===== config.mk =====
export PLATFORM = sky130hd
export DESIGN_NAME = tem_match_out
export DESIGN_NICKNAME = d
export VERILOG_FILES = /design/src/tem_pkg.sv /design/src/tem_match_out.sv
export SDC_FILE = /design/constraint.sdc
export NUM_CORES = 1
export LEC_CHECK = 0
export BUFFER_PORTS_ARGS = -buffer_cell sky130_fd_sc_hd__buf_2
export CAP_MARGIN = 20
export CORE_AREA = 3 3 97 99
export DETAILED_ROUTE_END_ITERATION = 10
export DIE_AREA = 0 0 100 102
export PLACE_DENSITY_LB_ADDON = 0.12
export SYNTH_ARGS = -nofsm -noshare
export SYNTH_HDL_FRONTEND = slang
export SYNTH_SLANG_ARGS = --single-unit

===== constraint.sdc =====
create_clock -name i_clk -period 2.9 [get_ports i_clk]
set_clock_uncertainty 0.1 [all_clocks]
set_input_delay 0.725 -clock i_clk [delete_from_list [all_inputs] [get_ports i_clk]]
set_output_delay 0.725 -clock i_clk [all_outputs]
set_load 0.01 [all_outputs]

===== src/tem_pkg.sv =====
// Constants for the timer external match output block
//
// Behaviour
// - Channel 2 action field at bits 9:8 selects none, low, high or toggle on a channel 2 match.
// - Channel 1 action field at bits 7:6 selects none, low, high or toggle on a channel 1 match.
// - Channel 0 action field at bits 5:4 selects none, low, high or toggle on a channel 0 match.
// - A count equal to match value 3 updates match bit 3 by its action field, and bit 3 drives pin 3.
// - A count equal to match value 2 updates match bit 2 by its action field, and bit 2 drives pin 2.
// - A count equal to match value 1 updates match bit 1; the bit is read/write and resets to zero.
// - Channel 3 action field sits at bits 11:10 with the same encoding; bits 31:12 read as zero.
// - A channel set as PWM output has its pin driven by the PWM level instead; its match bit ignores matches and changes only on a register write.
package tem_pkg;
	// ==========================================================
	// Register map
	localparam logic [11:0] TEM_OFF_CTRL = 12'h030;
	localparam logic [31:0] TEM_CTRL_RESET = 32'h0000_0000;
	localparam logic [31:0] TEM_CTRL_WMASK = 32'h0000_0FFF;
	localparam int TEM_BIT_MATCH_LO = 0;
	localparam int TEM_FIELD_ACT_LO = 4;
	localparam int TEM_NUM_CH = 4;
	// ==========================================================
	// Action encoding
	typedef enum logic [1:0] {
		TEM_ACT_NONE = 2'h0,
		TEM_ACT_LOW = 2'h1,
		TEM_ACT_HIGH = 2'h2,
		TEM_ACT_TOGGLE = 2'h3
	} tem_action_e;
endpackage : tem_pkg


===== src/tem_match_out.sv =====
// External match output control with an APB register slave
//
// The APB slave port and the register offsets were left to the implementer.
`timescale 1ns/1ps
module tem_match_out
	import tem_pkg::*;
(
	// Clock and reset
	input wire logic i_clk,
	input wire logic i_rst_b,
	// APB slave
	input wire logic i_psel,
	input wire logic i_penable,
	input wire logic i_pwrite,
	input wire logic [11:0] i_paddr,
	input wire logic [31:0] i_pwdata,
	output logic [31:0] o_prdata,
	output logic o_pready,
	output logic o_pslverr,
	// Timer side, same clock domain
	input wire logic [31:0] i_timer_count_value,
	input wire logic [31:0] i_match_value_0,
	input wire logic [31:0] i_match_value_1,
	input wire logic [31:0] i_match_value_2,
	input wire logic [31:0] i_match_value_3,
	input wire logic [3:0] i_pwm_enable,
	input wire logic [3:0] i_pwm_level,
	// Match pins
	output logic [3:0] o_match_pin
);
	// ==========================================================
	// Reset release
	logic rst_meta_reg;
	logic rst_sync_reg;
	logic rst_b;

	// Asserts at once, releases two edges later
	always_ff @(posedge i_clk or negedge i_rst_b) begin
		if (!i_rst_b) begin
			rst_meta_reg <= 1'b0;
			rst_sync_reg <= 1'b0;
		end else begin
			rst_meta_reg <= 1'b1;
			rst_sync_reg <= rst_meta_reg;
		end
	end
	assign rst_b = rst_sync_reg;

	// ==========================================================
	// APB decode
	logic [11:0] ctrl_reg;
	logic [11:0] ctrl_next;
	wire sel_ctrl = (i_paddr == TEM_OFF_CTRL);
	wire wr_ctrl = i_psel && i_penable && i_pwrite && sel_ctrl;

	// Zero-wait slave; unmapped addresses answer with an error
	assign o_pready = 1'b1;
	assign o_pslverr = i_psel && i_penable && !sel_ctrl;
	assign o_prdata = (i_psel && sel_ctrl) ? {20'h0_0000, ctrl_reg} : 32'h0000_0000;

	// ==========================================================
	// Match comparison
	wire [31:0] match_val [TEM_NUM_CH];
	assign match_val[0] = i_match_value_0;
	assign match_val[1] = i_match_value_1;
	assign match_val[2] = i_match_value_2;
	assign match_val[3] = i_match_value_3;

	logic [3:0] hit;
	logic [3:0] bit_next;

	// Per-channel action; a match outranks a write to the same bit so events are not lost
	always_comb begin
		ctrl_next = ctrl_reg;
		if (wr_ctrl) begin
			ctrl_next = i_pwdata[11:0] & TEM_CTRL_WMASK[11:0];
		end
		for (int ch = 0; ch < TEM_NUM_CH; ch++) begin
			hit[ch] = (i_timer_count_value == match_val[ch]) && !i_pwm_enable[ch];
			bit_next[ch] = ctrl_next[TEM_BIT_MATCH_LO + ch];
			if (hit[ch]) begin
				unique case (tem_action_e'(ctrl_reg[TEM_FIELD_ACT_LO + 2*ch +: 2]))
					TEM_ACT_NONE: bit_next[ch] = ctrl_reg[ch];
					TEM_ACT_LOW: bit_next[ch] = 1'b0;
					TEM_ACT_HIGH: bit_next[ch] = 1'b1;
					TEM_ACT_TOGGLE: bit_next[ch] = ~ctrl_reg[ch];
				endcase
			end
		end
		ctrl_next[3:0] = bit_next;
	end

	// Control and match bit storage
	always_ff @(posedge i_clk or negedge rst_b) begin
		if (!rst_b) begin
			ctrl_reg <= TEM_CTRL_RESET[11:0];
		end else begin
			ctrl_reg <= ctrl_next;
		end
	end

	// Pins follow match bits, or the PWM level when the channel is in PWM mode
	always_ff @(posedge i_clk or negedge rst_b) begin
		if (!rst_b) begin
			o_match_pin <= 4'h0;
		end else begin
			o_match_pin <= (i_pwm_enable & i_pwm_level) | (~i_pwm_enable & ctrl_next[3:0]);
		end
	end
endmodule : tem_match_out


==> metrics <==
run status=completed; Detailed Route WL=roughly 9.5 mm; area inside the core boundary=0.008636 mm²; final hold viol count=0; area share of xor/xnor cells in the synthesized design=between 40% and 50%; flop-to-flop setup slack=1.48 ns; launch instance of the worst register-to-register path=ctrl_reg[1]$_DFF_PN0_; Register-to-Register Path Depth=3; count of flip-flops with a built-in enable after synthesis=0; Hold Path Class=input pin to async pin; Max stage delay cell, worst path=sky130_fd_sc_hd__and3_2; via count of the first global-routing pass=around 2.7k; synthesized instance count=between 200 and 300; initial core utilization=slightly below 30%; fin worst setup slack=a little over 0.3 ns; worst max-slew margin expressed relative to the limit=56.90%; die area=approximately 0.010 mm²; clock tree from TritonCTS=built; DR iter-0 viols=24; depth of the CTS H-tree=1; Post-Syn Area per Cell=9.236 µm²; post-synthesis share of cell area spent on and, or, nand and nor gates=between 10% and 20%; cell-by-cell listing of the critical path=buf_2 > nor4b_4 > and3_2 > and3_1 > buf_2; transition time of the tightest slew-check pin=about 0.65 ns; Synth area leaders=sky130_fd_sc_hd__xnor2_1 30%, sky130_fd_sc_hd__dfrtp_1 18%, sky130_fd_sc_hd__xor2_1 15%; IO Port Bufs=213; pin count of the biggest net entering global routing=17; share of final-layout standard cells stronger than drive strength 1=roughly half; startpoint of the worst setup timing path=i_paddr[3]; Area Overhead vs Synth=46.91%; CTS Hold Bufs=0; max FFs per register=12; Final min period=around 2.6 ns; remaining global-route overflow=0; power density over the cells=234.1 mW/mm²; std cell rows=34; Total GRT Usage=between 10% and 20%; WS Path Type=input pin to output pin; number of setup buffers added after CTS=0; dominant synthesized flop cell=sky130_fd_sc_hd__dfrtp_1; setup slack at placement=0.05536 ns; setup violation total in the final timing report=0; Max-cap violations=0; I/O pins=255; WL/cell=around 16 µm; Inserted Diodes=0; Leakage=between 1.5 and 2 nW; library cells used by synthesis=22; number of flip-flops and latches in the synthesized netlist=18; library cell with the largest summed area after synthesis=sky130_fd_sc_hd__xnor2_1; top-area cell type share of the netlist area=29.85%; antenna violations before repair=0; insertion delay to the later sink of the worst-skew pair=about 0.24 ns; Nets=between 700 and 800; RSZ-0062 raised after global routing=no; Critical Path Max Stage Delay=~0.32 ns; most repeated cell in the gate-level netlist after synthesis=sky130_fd_sc_hd__xnor2_1; Inserted Clock Buffers=3; total clock sinks=18; via count of the routed design=~2.6k; DP HPWL=~9 mm; arithmetic-cell share of the synthesized area counting full adders, half adders and majority gates=0%; multiplexer share of the synthesized area=9.483%; post-route setup TNS=0 ns; final period utilization=between 80% and 90%; sequential share of the synthesized area=18.06%; Filler cells=916; CP Capture Type=output pin; arrival time of the worst setup path=between 1.5 and 2 ns; worst setup path end=o_prdata[0]; clock-pin slew reported for the worst setup and hold paths after clock tree synthesis=roughly 0.070 ns; DRC Markers=0; CP dominant cell by count=sky130_fd_sc_hd__buf_2; dominant combinational cell family by area after synthesis=XOR/XNOR gates; ratio of routed vias to standard cells=between 4 and 5; Max clock buf depth=2; Max IR drop VDD=between 0.1 and 0.15 mV; number of pins exceeding their max-slew limit in the final report=0; Synth async-reset ratio=100.0%; maximum fanout count along the critical path=13; upper clock frequency limit=between 300 and 400 MHz; commonest cells in the netlist=85 x sky130_fd_sc_hd__xnor2_1, 43 x sky130_fd_sc_hd__xor2_1, 23 x sky130_fd_sc_hd__nand4_1; worst endpoint required time=2.08 ns; Worst Hold Slack=about 0.15 ns; kind of start point of the critical path=input pin; number of detailed-routing iterations run before antenna repair=4; root buffer cell=sky130_fd_sc_hd__clkbuf_8; Die Wd=about 100 µm; count of synthesis-stage warnings from yosys=0; chip height=102 µm; endpoint of the most critical register-to-register path=o_match_pin[1]$_DFF_PN0_; last weighted congestion value of the routability-driven placer=about 0.8; total of cells resized after clock tree synthesis=0; Syn Std Cell Area=around 0.0025 mm²; wire length of the first global-routing pass=around 14 mm; number of routed nets with antenna violations=0; Compound-Gate Fraction of Synth Area=0.8028%
==> layer usage <==
metal  GRT usage (%)  up-vias  routed length [µm]
li1                -     1316                   -
met1           19.45     1126                3490
met2           33.20      130                5003
met3           4.027        6                 880
met4           3.834        0                 104
met5               0        -                   0
==> where the power goes <==
group / switching (mW) / internal [mW]
registers: 0.00530 / 0.255
logic: 0.186 / 0.214
clock network: 0.0760 / 0.120
total: 0.268 / 0.590
==> cells in the final DEF, fill, tap and decap left out, drive strengths merged <==
master,netlist,final
nand4,24,24
mux2,20,20
xor2,43,43
or3,1,1
buf,22,216
nand2,1,1
dfrtp,18,18
nor3,5,5
nand3,4,4
nor4b,2,2
conb,2,22
nor4,13,13
nor2,8,8
clkbuf,4,4
a21oi,4,4
and3,14,14
xnor2,85,85
==> logic make-up (layout without fill, tap and decap cells) <==
| group | count (synthesis) | after routing |
|---|---|---|
| XOR/XNOR | 128 | 128 |
| AND/OR/NAND/NOR | 72 | 72 |
| other | 2 | 22 |
| AO/OA/AOI/OAI | 4 | 4 |
| buffers and inverters | 26 | 220 |
| multiplexers | 20 | 20 |
| flip-flops | 18 | 18 |
==> area by class of cell <==
class                           count  area (µm²)  share of cell area [%]
Clock buffer                        4       55.05                   1.503
Multi-Input combinational cell    246        1934                   52.80
Sequential cell                    18       450.4                   12.30
Tap cell                          108       135.1                   3.689
Timing Repair Buffer              216        1089                   29.71
==> how the worst min path moves through the flow <==
stage | from | to | slack (ns) | cells after the start
final | i_rst_b | rst_b$_DFF_PN0_ | 0.15 | 1
after global routing | i_rst_b | rst_b$_DFF_PN0_ | 0.15 | 1
after CTS | i_rst_b | rst_b$_DFF_PN0_ | 0.15 | 1
after detailed placement | rst_b$_DFF_PN0_ | ctrl_reg[10]$_DFFE_PN0N_ | 0.19 | 0
after global placement | rst_b$_DFF_PN0_ | o_match_pin[3]$_DFF_PN0_ | 0.20 | 0
after floorplan | rst_b$_DFF_PN0_ | ctrl_reg[0]$_DFF_PN0_ | 0.1 | 0
==> through the flow <==
| step | std cells | power [mW] | instance area, µm² | utilization [%] |
|---|---|---|---|---|
| after floorplan | 290 | 0.4678 | 2569 | - |
| after global placement | 588 | 0.6665 | 3608 | 41.79 |
| after detailed placement | 588 | 0.6720 | 3608 | 41.79 |
| after CTS | 592 | 0.8729 | 3664 | 42.42 |
| after global routing | 592 | 0.9196 | 3664 | 42.42 |
| final | 592 | 0.8578 | 3664 | 42.42 |
==> worst max-delay path, delay by kind of cell <==
family,cells,cell delay (ns)
AND/OR/NAND/NOR,3,0.81
buffers and inverters,2,0.23
(Power assumes the default switching activity.)
